--- config.mk ---
export PLATFORM = sky130hd
export DESIGN_NAME = ctw_clock_timer_watchdog
export DESIGN_NICKNAME = d
export VERILOG_FILES = /design/src/inc/ctw_pkg.sv /design/src/design/ctw_clock_timer_watchdog.sv
export SDC_FILE = /design/constraint.sdc
export NUM_CORES = 1
export LEC_CHECK = 0
export ABC_AREA = 1
export BUFFER_PORTS_ARGS = -buffer_cell sky130_fd_sc_hd__buf_4
export CAP_MARGIN = 20
export CORE_MARGIN = 4
export CORE_UTILIZATION = 45
export CTS_BUF_LIST = sky130_fd_sc_hd__clkbuf_8
export DETAILED_ROUTE_END_ITERATION = 10
export PLACE_DENSITY_LB_ADDON = 0.05
export REMOVE_ABC_BUFFERS = 1
export SYNTH_ARGS = -nofsm -noshare
export SYNTH_HDL_FRONTEND = slang
export SYNTH_SLANG_ARGS = --single-unit
export TNS_END_PERCENT = 10
--- constraint.sdc ---
create_clock -name ref_clk -period 2.4 [get_ports ref_clk]
set_input_delay 0 -clock ref_clk [delete_from_list [all_inputs] [get_ports ref_clk]]
set_output_delay 0 -clock ref_clk [all_outputs]
set_load 0.005 [all_outputs]
--- src/inc/ctw_pkg.sv ---
// constants shared by the clock, timer and watchdog block
`default_nettype none
package ctw_pkg;
    // register indices; byte address is four times the index
    localparam logic [5:0] IDX_CORE_STATUS   = 6'h04;
    localparam logic [5:0] IDX_IRQ_FLAGS     = 6'h06;
    localparam logic [5:0] IDX_IRQ_ENABLES   = 6'h07;
    localparam logic [5:0] IDX_DOG_CONTROL   = 6'h0D;
    localparam logic [5:0] IDX_TIMER_COUNT   = 6'h0E;
    localparam logic [5:0] IDX_TIMER_CONTROL = 6'h0F;
    localparam logic [5:0] IDX_MAIN_CLK_SEL  = 6'h14;
    localparam logic [5:0] IDX_PERIPH_CLK_SEL = 6'h15;

    // field positions
    localparam int BIT_POWERDOWN   = 4;
    localparam int BIT_TIMEOUT     = 3;
    localparam int BIT_TIMER_IRQ   = 4;
    localparam int BIT_GLOBAL_IRQ  = 7;
    localparam int BIT_DOG_ENABLE  = 7;
    localparam int BIT_TIMER_CLEAR = 7;
    localparam int BIT_COUNTER_RUN = 3;
    localparam int BIT_SPLIT_SEL   = 2;
    localparam int BIT_QUARTER_SEL = 1;
    localparam int BIT_CHOPPER_LO  = 2;
    localparam int BIT_BEEPER_SEL  = 1;

    // values after reset
    localparam logic [7:0] RST_IRQ_ENABLES  = 8'h00;
    localparam logic [7:0] RST_TIMER_COUNT  = 8'h00;
    localparam logic [2:0] RST_TAP_SEL      = 3'h0;
    localparam logic [1:0] RST_CHOPPER_SEL  = 2'h0;

    // division counts in main clock cycles; chopper half periods in CLK cycles
    localparam int INSTR_DIV_FAST = 2;
    localparam int INSTR_DIV_SLOW = 4;
    localparam int CLK_QUARTER_DIV = 4;
    localparam logic [7:0] FRAC_STEP     = 8'h07;
    localparam logic [7:0] FRAC_MOD_FAST = 8'h32;
    localparam logic [7:0] FRAC_MOD_SLOW = 8'h64;
    localparam int ADC_DIV_FAST    = 100;
    localparam int ADC_DIV_SLOW    = 200;
    localparam int CHOP_HALF_FAST  = 1000;
    localparam int CHOP_HALF_SLOW  = 2000;
    localparam int BEEP_HALF_FAST  = 256;
    localparam int BEEP_HALF_SLOW  = 512;
    localparam int TICK_DIV        = 1024;

    // watchdog oscillator, made from the reference clock
    localparam int REF_CLK_HZ      = 100_000_000;
    localparam int DOG_OSC_HZ      = 12_000;
    localparam int DOG_OSC_DIV     = REF_CLK_HZ / DOG_OSC_HZ;
endpackage
`default_nettype wire

--- src/design/ctw_clock_timer_watchdog.sv ---
// clock divider network, 8-bit timer and watchdog
`default_nettype none
module ctw_clock_timer_watchdog
    import ctw_pkg::*;
#(
    parameter int DOG_OSC_CYCLES = DOG_OSC_DIV
)(
    // clock and reset
    input  wire logic       ref_clk,
    input  wire logic       nrst,
    // core side
    input  wire logic       core_sleep,
    input  wire logic       dog_kick_instruction,
    input  wire logic       modulator_on,
    output logic            irq_req,
    output logic            dog_timeout_pulse,
    // derived clocks
    output logic            main_clock_en,
    output logic            instr_clock_en,
    output logic            adc_sample_clock,
    output logic            timer_tick_clock,
    output logic            chopper_clock,
    output logic            beeper_clock,
    // register port
    input  wire logic [7:0] reg_addr,
    input  wire logic [7:0] reg_wdata,
    input  wire logic       reg_wr,
    input  wire logic       reg_rd,
    output logic [7:0]      reg_rdata
);

    if (DOG_OSC_CYCLES < 2 || DOG_OSC_CYCLES > 16383)
    begin
        $error("DOG_OSC_CYCLES out of range");
    end

    // register decode, only aligned words are mapped
    logic       addr_ok;
    logic [5:0] addr_idx;
    assign addr_ok  = (reg_addr[1:0] == 2'h0);
    assign addr_idx = reg_addr[7:2];

    logic wr_status, wr_flags, wr_enables, wr_dog, wr_tctl, wr_mck, wr_pck;
    assign wr_status  = reg_wr && addr_ok && (addr_idx == IDX_CORE_STATUS);
    assign wr_flags   = reg_wr && addr_ok && (addr_idx == IDX_IRQ_FLAGS);
    assign wr_enables = reg_wr && addr_ok && (addr_idx == IDX_IRQ_ENABLES);
    assign wr_dog     = reg_wr && addr_ok && (addr_idx == IDX_DOG_CONTROL);
    assign wr_tctl    = reg_wr && addr_ok && (addr_idx == IDX_TIMER_CONTROL);
    assign wr_mck     = reg_wr && addr_ok && (addr_idx == IDX_MAIN_CLK_SEL);
    assign wr_pck     = reg_wr && addr_ok && (addr_idx == IDX_PERIPH_CLK_SEL);

    // control registers
    logic [7:0] irq_enables_r;
    logic       dog_enable_r;
    logic [2:0] dog_tap_sel_r;
    logic       counter_run_r;
    logic [2:0] tick_tap_sel_r;
    logic       cpu_adc_split_sel_r;
    logic       quarter_rate_sel_r;
    logic [1:0] chopper_clock_sel_r;
    logic       beeper_sel_r;

    // plain read/write selects
    always_ff @(posedge ref_clk or negedge nrst)
    begin
        if (!nrst)
        begin
            irq_enables_r       <= RST_IRQ_ENABLES;
            tick_tap_sel_r      <= RST_TAP_SEL;
            counter_run_r       <= 1'b0;
            cpu_adc_split_sel_r <= 1'b0;
            quarter_rate_sel_r  <= 1'b0;
            chopper_clock_sel_r <= RST_CHOPPER_SEL;
            beeper_sel_r        <= 1'b0;
        end
        else
        begin
            if (wr_enables)
                irq_enables_r <= reg_wdata;
            if (wr_tctl)
            begin
                counter_run_r  <= reg_wdata[BIT_COUNTER_RUN];
                tick_tap_sel_r <= reg_wdata[2:0];
            end
            if (wr_mck)
            begin
                cpu_adc_split_sel_r <= reg_wdata[BIT_SPLIT_SEL];
                quarter_rate_sel_r  <= reg_wdata[BIT_QUARTER_SEL];
            end
            if (wr_pck)
            begin
                chopper_clock_sel_r <= reg_wdata[BIT_CHOPPER_LO+1:BIT_CHOPPER_LO];
                beeper_sel_r        <= reg_wdata[BIT_BEEPER_SEL];
            end
        end
    end

    // dog enable is sticky: a zero write cannot stop it
    always_ff @(posedge ref_clk or negedge nrst)
    begin
        if (!nrst)
        begin
            dog_enable_r  <= 1'b0;
            dog_tap_sel_r <= RST_TAP_SEL;
        end
        else if (wr_dog)
        begin
            if (reg_wdata[BIT_DOG_ENABLE])
                dog_enable_r <= 1'b1;
            dog_tap_sel_r <= reg_wdata[2:0];
        end
    end

    // main clock gate; the core owns the sleep level
    assign main_clock_en = !core_sleep;

    // powerdown flag, set on entry to sleep; set beats a clear
    logic sleep_d_r;
    logic powerdown_flag_r;
    always_ff @(posedge ref_clk or negedge nrst)
    begin
        if (!nrst)
        begin
            sleep_d_r        <= 1'b0;
            powerdown_flag_r <= 1'b0;
        end
        else
        begin
            sleep_d_r <= core_sleep;
            if (core_sleep && !sleep_d_r)
                powerdown_flag_r <= 1'b1;
            else if (wr_status && !reg_wdata[BIT_POWERDOWN])
                powerdown_flag_r <= 1'b0;
        end
    end

    // CLK: main clock, or one in four when the quarter bit is set
    logic [1:0] quarter_cnt_r;
    logic       clk_en;
    always_ff @(posedge ref_clk or negedge nrst)
    begin
        if (!nrst)
            quarter_cnt_r <= 2'h0;
        else if (main_clock_en)
            quarter_cnt_r <= quarter_cnt_r + 2'h1;
    end
    assign clk_en = main_clock_en &&
                    (!quarter_rate_sel_r || (quarter_cnt_r == 2'(CLK_QUARTER_DIV - 1)));

    // instruction clock: integer path, plus fractional path that
    // keeps CPU activity out of step with the ADC sample grid
    logic       frac_mode;
    logic [1:0] instr_cnt_r;
    logic [1:0] instr_top;
    logic [7:0] frac_acc_r;
    logic [7:0] frac_sum;
    logic [7:0] frac_mod;
    assign frac_mode = modulator_on && !cpu_adc_split_sel_r;
    assign instr_top = quarter_rate_sel_r ? 2'(INSTR_DIV_SLOW - 1) : 2'(INSTR_DIV_FAST - 1);
    assign frac_mod  = quarter_rate_sel_r ? FRAC_MOD_SLOW : FRAC_MOD_FAST;
    assign frac_sum  = frac_acc_r + FRAC_STEP;

    always_ff @(posedge ref_clk or negedge nrst)
    begin
        if (!nrst)
        begin
            instr_cnt_r    <= 2'h0;
            frac_acc_r     <= 8'h00;
            instr_clock_en <= 1'b0;
        end
        else if (!main_clock_en)
            instr_clock_en <= 1'b0;
        else if (frac_mode)
        begin
            // average period 50/7 or 100/7 main clocks
            instr_cnt_r <= 2'h0;
            if (frac_sum >= frac_mod)
            begin
                frac_acc_r     <= frac_sum - frac_mod;
                instr_clock_en <= 1'b1;
            end
            else
            begin
                frac_acc_r     <= frac_sum;
                instr_clock_en <= 1'b0;
            end
        end
        else
        begin
            frac_acc_r <= 8'h00;
            if (instr_cnt_r >= instr_top)
            begin
                instr_cnt_r    <= 2'h0;
                instr_clock_en <= 1'b1;
            end
            else
            begin
                instr_cnt_r    <= instr_cnt_r + 2'h1;
                instr_clock_en <= 1'b0;
            end
        end
    end

    // ADC sample clock, one pulse per period
    logic [7:0] adc_cnt_r;
    logic [7:0] adc_top;
    assign adc_top = quarter_rate_sel_r ? 8'(ADC_DIV_SLOW - 1) : 8'(ADC_DIV_FAST - 1);
    always_ff @(posedge ref_clk or negedge nrst)
    begin
        if (!nrst)
        begin
            adc_cnt_r        <= 8'h00;
            adc_sample_clock <= 1'b0;
        end
        else if (!main_clock_en)
            adc_sample_clock <= 1'b0;
        else if (adc_cnt_r >= adc_top)
        begin
            adc_cnt_r        <= 8'h00;
            adc_sample_clock <= 1'b1;
        end
        else
        begin
            adc_cnt_r        <= adc_cnt_r + 8'h01;
            adc_sample_clock <= 1'b0;
        end
    end

    // chopper square wave counted in CLK cycles
    logic [10:0] chop_cnt_r;
    logic [10:0] chop_top;
    logic        chop_wave_r;
    assign chop_top = chopper_clock_sel_r[0] ? 11'(CHOP_HALF_SLOW - 1)
                                             : 11'(CHOP_HALF_FAST - 1);
    always_ff @(posedge ref_clk or negedge nrst)
    begin
        if (!nrst)
        begin
            chop_cnt_r  <= 11'h000;
            chop_wave_r <= 1'b0;
        end
        else if (!chopper_clock_sel_r[1])
        begin
            chop_cnt_r  <= 11'h000;
            chop_wave_r <= 1'b0;
        end
        else if (clk_en)
        begin
            if (chop_cnt_r >= chop_top)
            begin
                chop_cnt_r  <= 11'h000;
                chop_wave_r <= !chop_wave_r;
            end
            else
                chop_cnt_r <= chop_cnt_r + 11'h001;
        end
    end

    // static codes give a constant level
    always_ff @(posedge ref_clk or negedge nrst)
    begin
        if (!nrst)
            chopper_clock <= 1'b0;
        else
        begin
            case (chopper_clock_sel_r)
                2'h0:    chopper_clock <= 1'b0;
                2'h1:    chopper_clock <= 1'b1;
                default: chopper_clock <= chop_wave_r;
            endcase
        end
    end

    // beeper square wave, held while the main clock is stopped
    logic [8:0] beep_cnt_r;
    logic [8:0] beep_top;
    assign beep_top = beeper_sel_r ? 9'(BEEP_HALF_SLOW - 1) : 9'(BEEP_HALF_FAST - 1);
    always_ff @(posedge ref_clk or negedge nrst)
    begin
        if (!nrst)
        begin
            beep_cnt_r   <= 9'h000;
            beeper_clock <= 1'b0;
        end
        else if (main_clock_en)
        begin
            if (beep_cnt_r >= beep_top)
            begin
                beep_cnt_r   <= 9'h000;
                beeper_clock <= !beeper_clock;
            end
            else
                beep_cnt_r <= beep_cnt_r + 9'h001;
        end
    end

    // timer tick, one pulse every 1024 main clocks
    logic [9:0] tick_cnt_r;
    always_ff @(posedge ref_clk or negedge nrst)
    begin
        if (!nrst)
        begin
            tick_cnt_r       <= 10'h000;
            timer_tick_clock <= 1'b0;
        end
        else if (main_clock_en)
        begin
            tick_cnt_r       <= tick_cnt_r + 10'h001;
            timer_tick_clock <= (tick_cnt_r == 10'(TICK_DIV - 1));
        end
        else
            timer_tick_clock <= 1'b0;
    end

    // 8-bit counter; the clear pulse beats an advance
    logic       timer_clear;
    logic [7:0] counter_value_r;
    logic [7:0] counter_next;
    logic       timer_event;
    assign timer_clear  = wr_tctl && !reg_wdata[BIT_TIMER_CLEAR];
    assign counter_next = counter_value_r + 8'h01;
    // event on the falling edge of the selected counter bit
    assign timer_event  = timer_tick_clock && counter_run_r && !timer_clear &&
                          counter_value_r[tick_tap_sel_r] &&
                          !counter_next[tick_tap_sel_r];

    always_ff @(posedge ref_clk or negedge nrst)
    begin
        if (!nrst)
            counter_value_r <= RST_TIMER_COUNT;
        else if (timer_clear)
            counter_value_r <= 8'h00;
        else if (timer_tick_clock && counter_run_r)
            counter_value_r <= counter_next;
    end

    // timer flag; a new event beats a software clear
    logic timer_irq_flag_r;
    always_ff @(posedge ref_clk or negedge nrst)
    begin
        if (!nrst)
            timer_irq_flag_r <= 1'b0;
        else if (timer_event)
            timer_irq_flag_r <= 1'b1;
        else if (wr_flags && !reg_wdata[BIT_TIMER_IRQ])
            timer_irq_flag_r <= 1'b0;
    end

    assign irq_req = timer_irq_flag_r && irq_enables_r[BIT_TIMER_IRQ] &&
                     irq_enables_r[BIT_GLOBAL_IRQ];

    // watchdog oscillator stand-in; runs through sleep
    logic [13:0] dog_osc_cnt_r;
    logic        dog_osc_tick;
    assign dog_osc_tick = dog_enable_r && (dog_osc_cnt_r == 14'(DOG_OSC_CYCLES - 1));
    always_ff @(posedge ref_clk or negedge nrst)
    begin
        if (!nrst)
            dog_osc_cnt_r <= 14'h0000;
        else if (!dog_enable_r || dog_osc_tick)
            dog_osc_cnt_r <= 14'h0000;
        else
            dog_osc_cnt_r <= dog_osc_cnt_r + 14'h0001;
    end

    // prescaler and second counter
    logic [7:0] dog_prescaler_r;
    logic [7:0] dog_pre_next;
    logic [2:0] dog_tap_bit;
    logic       dog_step;
    logic [7:0] dog_count2_r;
    logic       dog_overflow;
    assign dog_pre_next = dog_prescaler_r + 8'h01;
    assign dog_tap_bit  = 3'h7 - dog_tap_sel_r;
    assign dog_step     = dog_osc_tick && dog_prescaler_r[dog_tap_bit] &&
                          !dog_pre_next[dog_tap_bit];
    assign dog_overflow = dog_step && !dog_kick_instruction && (dog_count2_r == 8'hFF);

    always_ff @(posedge ref_clk or negedge nrst)
    begin
        if (!nrst)
            dog_prescaler_r <= 8'h00;
        else if (dog_osc_tick)
            dog_prescaler_r <= dog_pre_next;
    end

    // kick wins over a step in the same cycle
    always_ff @(posedge ref_clk or negedge nrst)
    begin
        if (!nrst)
            dog_count2_r <= 8'h00;
        else if (dog_kick_instruction)
            dog_count2_r <= 8'h00;
        else if (dog_step)
            dog_count2_r <= dog_count2_r + 8'h01;
    end

    // timeout pulse and sticky flag; timeout beats a clear
    logic timeout_flag_r;
    always_ff @(posedge ref_clk or negedge nrst)
    begin
        if (!nrst)
        begin
            dog_timeout_pulse <= 1'b0;
            timeout_flag_r    <= 1'b0;
        end
        else
        begin
            dog_timeout_pulse <= dog_overflow;
            if (dog_overflow)
                timeout_flag_r <= 1'b1;
            else if (wr_status && !reg_wdata[BIT_TIMEOUT])
                timeout_flag_r <= 1'b0;
        end
    end

    // read mux; unmapped and reserved bits read zero
    logic [7:0] rd_mux;
    always_comb
    begin
        rd_mux = 8'h00;
        if (addr_ok)
        begin
            case (addr_idx)
                IDX_CORE_STATUS:
                begin
                    rd_mux[BIT_POWERDOWN] = powerdown_flag_r;
                    rd_mux[BIT_TIMEOUT]   = timeout_flag_r;
                end
                IDX_IRQ_FLAGS:   rd_mux[BIT_TIMER_IRQ] = timer_irq_flag_r;
                IDX_IRQ_ENABLES: rd_mux = irq_enables_r;
                IDX_DOG_CONTROL:
                begin
                    rd_mux[BIT_DOG_ENABLE] = dog_enable_r;
                    rd_mux[2:0]            = dog_tap_sel_r;
                end
                IDX_TIMER_COUNT: rd_mux = counter_value_r;
                IDX_TIMER_CONTROL:
                begin
                    rd_mux[BIT_TIMER_CLEAR] = 1'b1;
                    rd_mux[BIT_COUNTER_RUN] = counter_run_r;
                    rd_mux[2:0]             = tick_tap_sel_r;
                end
                IDX_MAIN_CLK_SEL:
                begin
                    rd_mux[BIT_SPLIT_SEL]   = cpu_adc_split_sel_r;
                    rd_mux[BIT_QUARTER_SEL] = quarter_rate_sel_r;
                end
                IDX_PERIPH_CLK_SEL:
                begin
                    rd_mux[BIT_CHOPPER_LO+1:BIT_CHOPPER_LO] = chopper_clock_sel_r;
                    rd_mux[BIT_BEEPER_SEL]                  = beeper_sel_r;
                end
                default: rd_mux = 8'h00;
            endcase
        end
    end

    // read data stands one cycle after each cycle of reg_rd, zero otherwise
    always_ff @(posedge ref_clk or negedge nrst)
    begin
        if (!nrst)
            reg_rdata <= 8'h00;
        else
            reg_rdata <= reg_rd ? rd_mux : 8'h00;
    end

endmodule
`default_nettype wire

# Word level (Yosys, flattened, before mapping)

Cells that the tools add are included.

Bits of input ports: 23
Flip-flop bits (word level): 128
Logic and storage cells: 172
Output and inout port bits: 16

Multiplexer cells: 52
$add $sub $neg: 13
Equality and inequality tests: 15
$lt $le $gt $ge: 7
Bitwise gates (word level): 1
Reduce and logical (&&, ||, !) cells: 52

Operators by type and width:

| cell                    | number |
|---|---|
| $mux W8                 | 10 |
| $mux W11                | 4 |
| $add A8 B1 Y8 const B   | 4 |
| $logic_and A1 B1 Y1     | 26 |
| $mux W1                 | 20 |
| $eq A6 B3 Y1 const B    | 3 |
| $eq A6 B4 Y1 const B    | 3 |
| $mux W9                 | 2 |
| $add A14 B1 Y14 const B | 1 |
| $eq A14 B14 Y1 const B  | 1 |
| $logic_not A1 Y1        | 14 |
| $mux W14                | 1 |
| $bmux W1 S3             | 4 |
| $eq A6 B5 Y1 const B    | 2 |
| $pmux W1 S4             | 3 |
| $pmux W2 S6             | 1 |
| $add A11 B1 Y11 const B | 1 |
| $ge A11 B11 Y1          | 1 |
| $add A10 B1 Y10 const B | 1 |
| $eq A10 B10 Y1 const B  | 1 |
| $reduce_bool A2 Y1      | 5 |
| $add A9 B1 Y9 const B   | 1 |
| $ge A9 B9 Y1            | 1 |
| $add A8 B3 Y8 const B   | 1 |
| other kinds (20)        | 29 |

# Logic depth before layout (Yosys ltp)

Gate-level depths: netlist of run 1.

Depth in word-level cells: 9
Mapped depth: 16
Depth with buffers taken out: 16

# Worst setup path before layout of run 1

No wires, ideal clock.

Path kind: reg2reg
Start: register frac_acc_r[0]
End: register frac_acc_r[6]
Buffers on the path: 0
Setup time: 0.118 ns
Data arrival time: 2.108 ns
Setup slack: 0.175 ns
Data required time: 2.282 ns
Stages on the path, launching flop included: 16
Clock period less this slack: 2.225 ns
Cells stage by stage: dfrtp_1 > inv_1 > ha_1 > inv_1 > or2_2 > nand2_1 > xor2_1 > inv_1 > ha_1 > nand4_1 > nand3_2 > nand2_4 > nand2_4 > nand2_1 > nand3_1 > nand2_1

Cells in the longest elaborated chain, start to end: 4
Elaborated cells on any way between the ends: 5
Classes of those cells: add/sub: 2; order compare: 1; mux: 2

Ends and longest elaborated chain:

| what                                                 | RTL line                                                         | RTL |
|---|---|---|
| start, declared                                      | ctw_clock_timer_watchdog.sv:155                                  | `logic [7:0] frac_acc_r;` |
| start signal, assigned                               | ctw_clock_timer_watchdog.sv:179                                  | `frac_acc_r <= frac_sum - frac_mod;` |
| start signal, assigned                               | ctw_clock_timer_watchdog.sv:184                                  | `frac_acc_r <= frac_sum;` |
| $add A8 B3 Y8 (*)                                    | ctw_clock_timer_watchdog.sv:161                                  | `assign frac_sum = frac_acc_r + FRAC_STEP;` |
| $sub A8 B7 Y8 / $ge A8 B7 Y1 (equally long branches) | ctw_clock_timer_watchdog.sv:179, ctw_clock_timer_watchdog.sv:177 |  |
| $mux W8 (*)                                          | ctw_clock_timer_watchdog.sv:177                                  | `if (frac_sum >= frac_mod)` |
| $mux W8 (*)                                          | ctw_clock_timer_watchdog.sv:173                                  | `else if (frac_mode)` |

Every way passes the cells marked *; elsewhere a longest branch is shown, timed or not.
A chain may end at the register's enable or synchronous reset.

# Final worst setup path of run 1

Start: register frac_acc_r[1]
End: register frac_acc_r[2]

Same word-level chain as after synthesis.

==> results.yml, run 1 <==
yosys:
  yosysTopAreaCell: "dfrtp_1"
  synth_xor_area_share_pct: 4.573
  synth_top_cell_area_share_pct: 46.45
  synth-main-ff-cell: "dfrtp_1"
  muxShareOfSynthArea_pct: 0.8165
  syn_inst: 833
  synth_cell_types: 49
  synth_top_family_by_area: "simple AND/OR/NAND/NOR gates"
  synthTopCellsByCount: "nand2_1 (200), dfrtp_1 (128), inv_1 (103), nor2_1 (68), nand3_1 (55)"
  synth.ff_latch_count: 128
  synth-simple-area-share_pct: 28.00
  yosys.area_share.adder_pct: 4.464
  syn_area_sq_um: 6895
  async_flop_share_pct: 100.0
  synth_area_leaders: "dfrtp_1 (46%), nand2_1 (11%), inv_1 (5.6%)"
  synth_edf_count: 0
  post_synth.cell_area_avg_sq_um: 8.278
  synth_warnings: 0
  ys_seq_area_share_pct: 46.45
  synth_compound_area_share_pct: 9.345
  synth_most_common_cell: "nand2_1"
sta:
  setup_tns_ns: 0
  max_freq_ghz: 0.4393
  final_max_slew_viol_count: 0
  setup_viol: 0
  fin_ws_ns: 0.1234
  worst_pin_slew_ns: 0.6366
  skew_ns: 0.01061
  period_minus_slack_ns: 2.277
  max_slew_margin_pct: 57.56
  hold_viol: 0
  min_period_over_period_pct: 94.86
placed_design:
  place_inst: 1052
  place_area_sq_um: 7425
  hpwl_mm: 10.67
  io_buffers: 38
  dp_slack_ns: 0.08564
  gp_congestion: 0.8396
cts:
  cts_max_level: 4
  clkTransAtPathRegs_ns: 0.08
  cts_buffers: 17
  cts_buffer_depth: 2
  insertion_delay_ns: 0.45
  cts-root-buf: "clkbuf_8"
  cts_tree: "built"
  clkSinkCount: 128
global_route:
  gr-total-overflow: 0
  grt_max_degree: 56
  grt_pass1_vias: 5605
  antenna_found_initial: 0
  grt_pass1_wl_mm: 26.43
  grtUsageTotal_pct: 18.29
worst_setup_path:
  start_kind: "flop"
  rr_startpoint: "frac_acc_r[1]"
  cp.arrival_ns: 2.62
  reg2regPathDepth: 15
  cp_data_required_time_ns: 2.75
  cp-end-kind: "flop"
  reg2reg_setup_slack_ns: 0.12
  path_max_fanout: 8
  criticalPathCategory: "reg2reg"
  startpoint: "frac_acc_r[1]"
  reg2reg_to: "frac_acc_r[2]"
layout:
  final_cells: 1109
  layout-drive-gt1-share_pct: 13.95
  final_area_sq_um: 8173
  synthToLayoutAreaGrowth_pct: 18.53
  nets: 959
  n_antenna_cell: 0
drt:
  routed_wl_mm: 14.97
  drt-initial-drc-count: 478
  drtAntennaViolNets: 0
  viasPerCell: 5.087
  wl_per_cell_microns: 13.50
  vias: 5642
  first_pass_iters: 5
  drc: 0
floorplanning:
  dieArea_sq_um: 17370
  start_util_pct: 46.74
  rows: 44
  die_y_microns: 131.8
  die_x_microns: 131.8
  core_area_sq_um: 14750
  ios: 39
hold_path:
  holdPathStages: 5
  hp-start: "reg_addr[6]"
  min_to: "timer_irq_flag_r"
  hold_path_class: "in2reg"
power:
  p_per_area_nw_per_um2: 798.4
  ir_drop_v: 0.0005767
  power.static_leakage_nw: 3.959
status:
  status: "complete, no violations"
run:
  max-cap-violations: 0
-- timing repair --
action / 4_1_cts / 5_1_grt
setup buffers: 0 / 6
resized for setup: 0 / 10
endpoints found under the setup margin: 0 / 9
endpoints found under the hold margin: 105 / 0
hold buffers: 19 / 0
-- area by class of cell --
cell class	instances	area, sq um
Sequential cell	128	3203
Tap cell	184	230.2
Fill cell	1353	6581
Clock inverter	14	212.7
Clock buffer	18	247.7
Inverter	107	401.6
Multi-Input combinational cell	590	3307
Timing Repair Buffer	68	570.5
-- worst max path at each step --
stage / endpoint / slack (ns) / cells past startpoint
after floorplan: frac_acc_r[6] / 0.18 / 15
after CTS: timeout_flag_r / 0.04 / 11
after global placement: frac_acc_r[6] / 0.12 / 15
after global routing: frac_acc_r[5] / -0.003 / 15
after detailed placement: frac_acc_r[4] / 0.09 / 15
final: frac_acc_r[2] / 0.12 / 15
-- worst max-delay path, stage by stage (launching register included) --
cell     delay, ns
dfrtp_1       0.41
inv_1         0.07
ha_1          0.13
inv_1         0.05
or2_4         0.23
nand2_2       0.06
xor2_1        0.22
inv_1         0.11
ha_4          0.29
nand4_1       0.09
nand3_2       0.10
nand2_4       0.11
nand2_8       0.11
nand2_1       0.05
nand3_1       0.07
nand2_1       0.05
-- logic make-up (layout without fill, tap and decap cells) --
group / count (synthesis) / count (layout)
fa+ha+maj: 24 / 24
simple gates: 409 / 409
compound gates: 116 / 116
flops: 128 / 128
xor+xnor: 36 / 36
buf+inv: 115 / 207
mux: 5 / 5
-- registers in the layout, indices dropped and copies added, names as in the netlist, 9 cells and up --
signal,cells
beep_cnt_r,9
dog_osc_cnt_r,14
chop_cnt_r,11
tick_cnt_r,10
-- through the flow --
| step | utilization (%) | hold WS [ns] | power, mW |
|---|---|---|---|
| 5_1_grt | 55.39 | 0.05713 | 7.020 |
| 2_1_floorplan | - | -0.2956 | 3.837 |
| 4_1_cts | 54.73 | 0.001125 | 6.449 |
| 6_report | 55.39 | 0.02509 | 6.526 |
| 3_3_place_gp | 50.32 | 0.07416 | 4.187 |
| 3_5_place_dp | 50.32 | 0.07161 | 4.245 |
-- layout by cell type, fill, tap and decap left out, types with 3 or more instances in the layout --
master | Yosys | final
a21oi_1 | 37 | 36
nand2_2 | 6 | 8
inv_2 | 4 | 5
nor3b_1 | 15 | 15
clkbuf_8 | 0 | 18
o21bai_1 | 3 | 3
nand2_1 | 200 | 198
clkinv_2 | 0 | 3
ha_1 | 23 | 20
nand3_1 | 55 | 55
o21ai_0 | 40 | 40
o22ai_1 | 8 | 8
o21ai_1 | 11 | 11
dlygate4sd3_1 | 0 | 19
nand4_1 | 18 | 18
nor3_2 | 4 | 4
xnor2_1 | 17 | 17
dfrtp_1 | 128 | 128
nor4_1 | 4 | 4
mux2_2 | 5 | 5
nor3_1 | 16 | 16
clkinvlp_4 | 0 | 4
nor2_1 | 68 | 68
inv_1 | 103 | 102
xor2_1 | 19 | 19
nor2_4 | 4 | 5
buf_4 | 0 | 48
a31oi_1 | 3 | 3
bufinv_16 | 0 | 5
-- power by group --
part / switching, mW / internal, mW / total, mW
registers: 0.254 / 2.44 / 2.69
logic: 0.969 / 0.718 / 1.69
clock network: 0.885 / 1.26 / 2.15
total: 2.11 / 4.42 / 6.53
-- per-layer routing --
layer | vias to the layer above | share of wire [%] | GRT usage, % | wire length (microns)
met1 | 2615 | 48 | 24.49 | 7181
met2 | 112 | 47 | 29.23 | 6997
met4 | 0 | 1.7 | 6.476 | 260
met3 | 22 | 3.6 | 4.313 | 535
li1 | 2893 | - | - | -
met5 | - | 0 | 0 | 0
Note: power is estimated with default switching activity, not from simulation.
==> run 2, diff against run 1 <==
- clock period: 2.4 -> 2.86 ns (I/O delays scaled with it)
==> run 2 against run 1 <==
  * Clock power shrank 31%
  * Non-clock buffer count shrank 5
  * Via count grew 0.76%
  * Critical path type unchanged
  * Largest cell class unchanged
==> results.yml, run 2 (synthesis gave the netlist of run 1 again) <==
worst_setup_path:
  cp-end-kind: "flop"
  criticalPathCategory: "reg2reg"
  cp_data_required_time_ns: 3.19
  cp.arrival_ns: 2.87
  path_max_fanout: 8
  start_kind: "flop"
layout:
  final_cells: 1102
  nets: 954
  top_register: "dog_osc_cnt_r"
  largestRegisters: "dog_osc_cnt_r: 14 flops, chop_cnt_r: 11 flops, tick_cnt_r: 10 flops"
  final_area_sq_um: 7990
  largest_reg_flops: 14
  synthToLayoutAreaGrowth_pct: 15.88
  final_common_cell: "nand2_1"
  n_antenna_cell: 0
  final_cell_mix: "nand2_1 (200), dfrtp_1 (128), inv_1 (107), nor2_1 (68), nand3_1 (55)"
  layout-drive-gt1-share_pct: 11.76
placed_design:
  place_area_sq_um: 7397
  gp_congestion: 0.8471
  hpwl_mm: 10.77
  place_inst: 1050
  dp_slack_ns: 0.3921
  io_buffers: 38
power:
  ir_drop_v: 0.0003939
  power_frac_clock_pct: 29.5
  power_frac_comb_pct: 25.7
  intPower_mw: 3.395
  p_per_area_nw_per_um2: 631.8
  swShare_pct: 32.75
  power.static_leakage_nw: 3.912
  sequentialPowerShare_pct: 44.8
  netSwitchingPower_mw: 1.653
drt:
  drc: 0
  viasPerCell: 5.159
  first_pass_iters: 5
  routed_wl_mm: 14.90
  drt-initial-drc-count: 394
  vias: 5685
  drtAntennaViolNets: 0
  wl_per_cell_microns: 13.52
sta:
  final_max_slew_viol_count: 0
  hold_viol: 0
  setup_tns_ns: 0
  rsz0062_at_grt: "no"
  fin_ws_ns: 0.3150
  period_minus_slack_ns: 2.545
  max_freq_ghz: 0.3929
  max_slew_margin_pct: 56.33
  min_period_over_period_pct: 88.99
  skew_ns: 0.007471
  worst_pin_slew_ns: 0.6491
  setup_viol: 0
cts:
  cts_tree: "built"
  clkSinkCount: 128
  cts_max_level: 4
  insertion_delay_ns: 0.44
  clkTransAtPathRegs_ns: 0.07
  cts_setup_buffers: 0
  cts_buffer_depth: 2
  cts-root-buf: "clkbuf_8"
  cts_buffers: 17
floorplanning:
  dieArea_sq_um: 17370
  rows: 44
  core_area_sq_um: 14750
  start_util_pct: 46.74
  die_y_microns: 131.8
  ios: 39
  die_x_microns: 131.8
global_route:
  grt_pass1_vias: 5712
  antenna_found_initial: 0
  grtUsageTotal_pct: 18.11
  grt_max_degree: 45
  gr-total-overflow: 0
  grt_pass1_wl_mm: 26.14
hold_path:
  hold_path_class: "in2reg"
run:
  max-cap-violations: 0
status:
  status: "complete, no violations"
[run 2: path summary, 6_finish.rpt]
check,from,endpoint,slack (ns),depth (start not counted)
min in group asynchronous,nrst,dog_osc_cnt_r[12],0.10,2
min reg2reg,sleep_d_r,powerdown_flag_r,0.44,1
max,frac_acc_r[0],frac_acc_r[1],0.32,15
min,reg_addr[6],quarter_rate_sel_r,0.06,5
max reg2reg,frac_acc_r[0],frac_acc_r[1],0.32,15
max in group asynchronous,nrst,frac_acc_r[1],1.86,3
[run 2: repair_timing]
| action | CTS | global route |
|---|---|---|
| hold buffers | 22 | 0 |
| resized for setup | 0 | 0 |
| hold endpoints to repair | 99 | 0 |
| endpoints found under the setup margin | 0 | 0 |
[run 2: power groups by stage]
stage                     sequential, mW  clock (mW)  combinational (mW)
after global routing                2.30        1.62                1.51
after detailed placement            2.29           0                1.27
after global placement              2.28           0                1.24
after CTS                           2.26        1.53                1.31
final                               2.26        1.49                1.30
after floorplan                     2.24           0               0.976
[run 2: final cells by class]
class	count	area, sq um
flip-flops and latches	128	3203
multi-input cells	590	3254
clock buffers	20	275.3
repair buffers	63	528.0
fillers	1348	6764
well taps	184	230.2
inverters	107	401.6
clock inverters	10	97.59
[run 2: metal layers]
| layer | routed length, microns | GRT usage (%) | vias to the layer above |
|---|---|---|---|
| met1 | 7173 | 23.41 | 2730 |
| met4 | 139 | 5.309 | 0 |
| met5 | 0 | 0 | - |
| met3 | 480 | 4.924 | 12 |
| met2 | 7105 | 29.97 | 68 |
| li1 | - | - | 2875 |
[run 2: per-stage QoR]
step / total power [mW] / utilization (%) / hold WS (ns)
4_1_cts: 5.098 / 54.16 / 0.02582
3_3_place_gp: 3.517 / 50.14 / 0.03376
2_1_floorplan: 3.220 / - / -0.2956
6_report: 5.048 / 54.16 / 0.06380
3_5_place_dp: 3.564 / 50.14 / 0.04558
5_1_grt: 5.419 / 54.16 / 0.06293
[run 2: worst max-delay path, cell delays in order, from the launching register on]
cell and delay (ns):
dfrtp_1 0.40, inv_1 0.18, ha_1 0.19, inv_1 0.05, or2_2 0.29, nand4_1 0.10
xor2_1 0.20, inv_1 0.07, ha_1 0.30, inv_1 0.06, nor2_2 0.18, nand2_4 0.11
nand2_4 0.12, nand2_1 0.07, nand3_1 0.07, nand2_1 0.05
==> run 3, diff against run 2 <==
- ABC_CLOCK_PERIOD_IN_PS: unset -> 2860
- CELL_PAD_IN_SITES_DETAIL_PLACEMENT: unset -> 0
- CELL_PAD_IN_SITES_GLOBAL_PLACEMENT: unset -> 1
==> run 3 against run 2 <==
  * Sequential cell count unchanged
  * Highest routed layer unchanged
  * Sequential power about the same
  * Utilization barely moved
  * Count of clock-buffer cells in the layout rose by 2
  * Via count fell by 0.81%
  * Largest cell class unchanged
  * Combinational power barely moved
  * Largest power group unchanged
  * Hold slack worse by 0.0041 ns
  * Final cell count is essentially flat
  * Non-clock buffer count unchanged
==> results.yml, run 3 (synthesis gave the netlist of run 1 again) <==
status:
  status: "complete, no violations"
worst_setup_path:
  start_kind: "flop"
  cp.arrival_ns: 2.84
  cp_data_required_time_ns: 3.19
  criticalPathCategory: "reg2reg"
  path_max_fanout: 8
  cp-end-kind: "flop"
global_route:
  grt_pass1_vias: 5568
  grt_max_degree: 42
  grt_pass1_wl_mm: 26.46
  antenna_found_initial: 0
  grt_util_met3_pct: 5.382
  gr-total-overflow: 0
  top_usage_layer: "met2"
  grt_use_met1_pct: 25.11
  grt_use_met2_pct: 28.97
  grtUsageTotal_pct: 18.43
cts:
  cts_tree: "built"
  insertion_delay_ns: 0.44
  post_cts_resized: 0
  cts-root-buf: "clkbuf_8"
  cts_buffer_depth: 2
  clkSinkCount: 128
  clkTransAtPathRegs_ns: 0.07
  cts_buffers: 17
  cts_max_level: 4
drt:
  viasPerCell: 5.112
  drt-initial-drc-count: 323
  wl_per_cell_microns: 13.49
  drtAntennaViolNets: 0
  vias: 5639
  first_pass_iters: 5
  drc: 0
  routed_wl_mm: 14.88
floorplanning:
  core_area_sq_um: 14750
  die_x_microns: 131.8
  dieArea_sq_um: 17370
  start_util_pct: 46.74
  ios: 39
  rows: 44
  die_y_microns: 131.8
placed_design:
  io_buffers: 38
  hpwl_mm: 10.92
  dp_slack_ns: 0.3635
  gp_congestion: 0.8541
  place_area_sq_um: 7405
  place_inst: 1051
hold_path:
  hold_path_class: "in2reg"
layout:
  final_area_sq_um: 7985
  final_cells: 1103
  utilization_pct: 54.12
  largest_reg_flops: 14
  nets: 954
  final_cell_mix: "nand2_1 (200), dfrtp_1 (128), inv_1 (107), nor2_1 (68), nand3_1 (55)"
  largestRegisters: "dog_osc_cnt_r: 14 flops, chop_cnt_r: 11 flops, tick_cnt_r: 10 flops"
  synthToLayoutAreaGrowth_pct: 15.80
  n_antenna_cell: 0
  fill_cells: 1370
  top_register: "dog_osc_cnt_r"
  final_common_cell: "nand2_1"
  layout-drive-gt1-share_pct: 11.97
sta:
  timing.hold.ws_ns: 0.05969
  min_period_over_period_pct: 87.80
  rsz0062_at_grt: "no"
  setup_viol: 0
  max_slew_margin_pct: 61.47
  skew_ns: 0.009693
  worst_pin_slew_ns: 0.5727
  final_max_slew_viol_count: 0
  max_freq_ghz: 0.3982
  period_minus_slack_ns: 2.511
  fin_ws_ns: 0.3488
  setup_tns_ns: 0
  hold_viol: 0
power:
  ir_drop_v: 0.0004084
  p_per_area_nw_per_um2: 628.0
  total_power_mw: 5.014
  power.static_leakage_nw: 3.916
run:
  max-cap-violations: 0
[run 3: layout make-up]
cell class / instances / area, sq um / area share (%)
sequential: 128 / 3203 / 40.11
timing repair buffer: 63 / 525.5 / 6.581
clock buffer: 22 / 302.8 / 3.792
inverter: 107 / 401.6 / 5.030
multi-input combinational: 590 / 3254 / 40.76
tap: 184 / 230.2 / 2.883
clock inverter: 9 / 67.56 / 0.8461
[run 3: path summary, 6_finish.rpt]
path,start,to,slack (ns),cells after the start
min reg2reg,sleep_d_r,powerdown_flag_r,0.43,1
min,reg_addr[6],reg_rdata[4],0.06,6
max,frac_acc_r[0],frac_acc_r[1],0.35,15
min in group asynchronous,nrst,dog_osc_cnt_r[12],0.08,2
max reg2reg,frac_acc_r[0],frac_acc_r[1],0.35,15
max in group asynchronous,nrst,instr_clock_en,2.04,3
[run 3: repair_timing]
action                                 CTS  global route
buffers inserted                         0             0
endpoints found under the hold margin   94             0
hold buffers                            21             0
[run 3: layer usage]
| layer | vias to the layer above | wire [microns] |
|---|---|---|
| li1 | 2874 | - |
| met5 | - | 0 |
| met4 | 0 | 174 |
| met2 | 97 | 6931 |
| met3 | 15 | 580 |
| met1 | 2653 | 7195 |
[run 3: report_power, final]
group	switching [mW]	internal (mW)
registers	0.214	2.05
logic	0.765	0.531
clock network	0.675	0.781
total	1.65	3.36
[run 3: worst max-delay path, stage by stage, from the launching register on]
cell and delay [ns]:
dfrtp_1 0.38, inv_1 0.18, ha_1 0.19, inv_1 0.05
or2_2 0.30, nand2_1 0.09, xor2_1 0.19, inv_1 0.07
ha_1 0.34, nand4_1 0.13, nand3_2 0.11, nand2_4 0.08
nand2_4 0.11, nand2_1 0.06, nand3_1 0.07, nand2_1 0.06
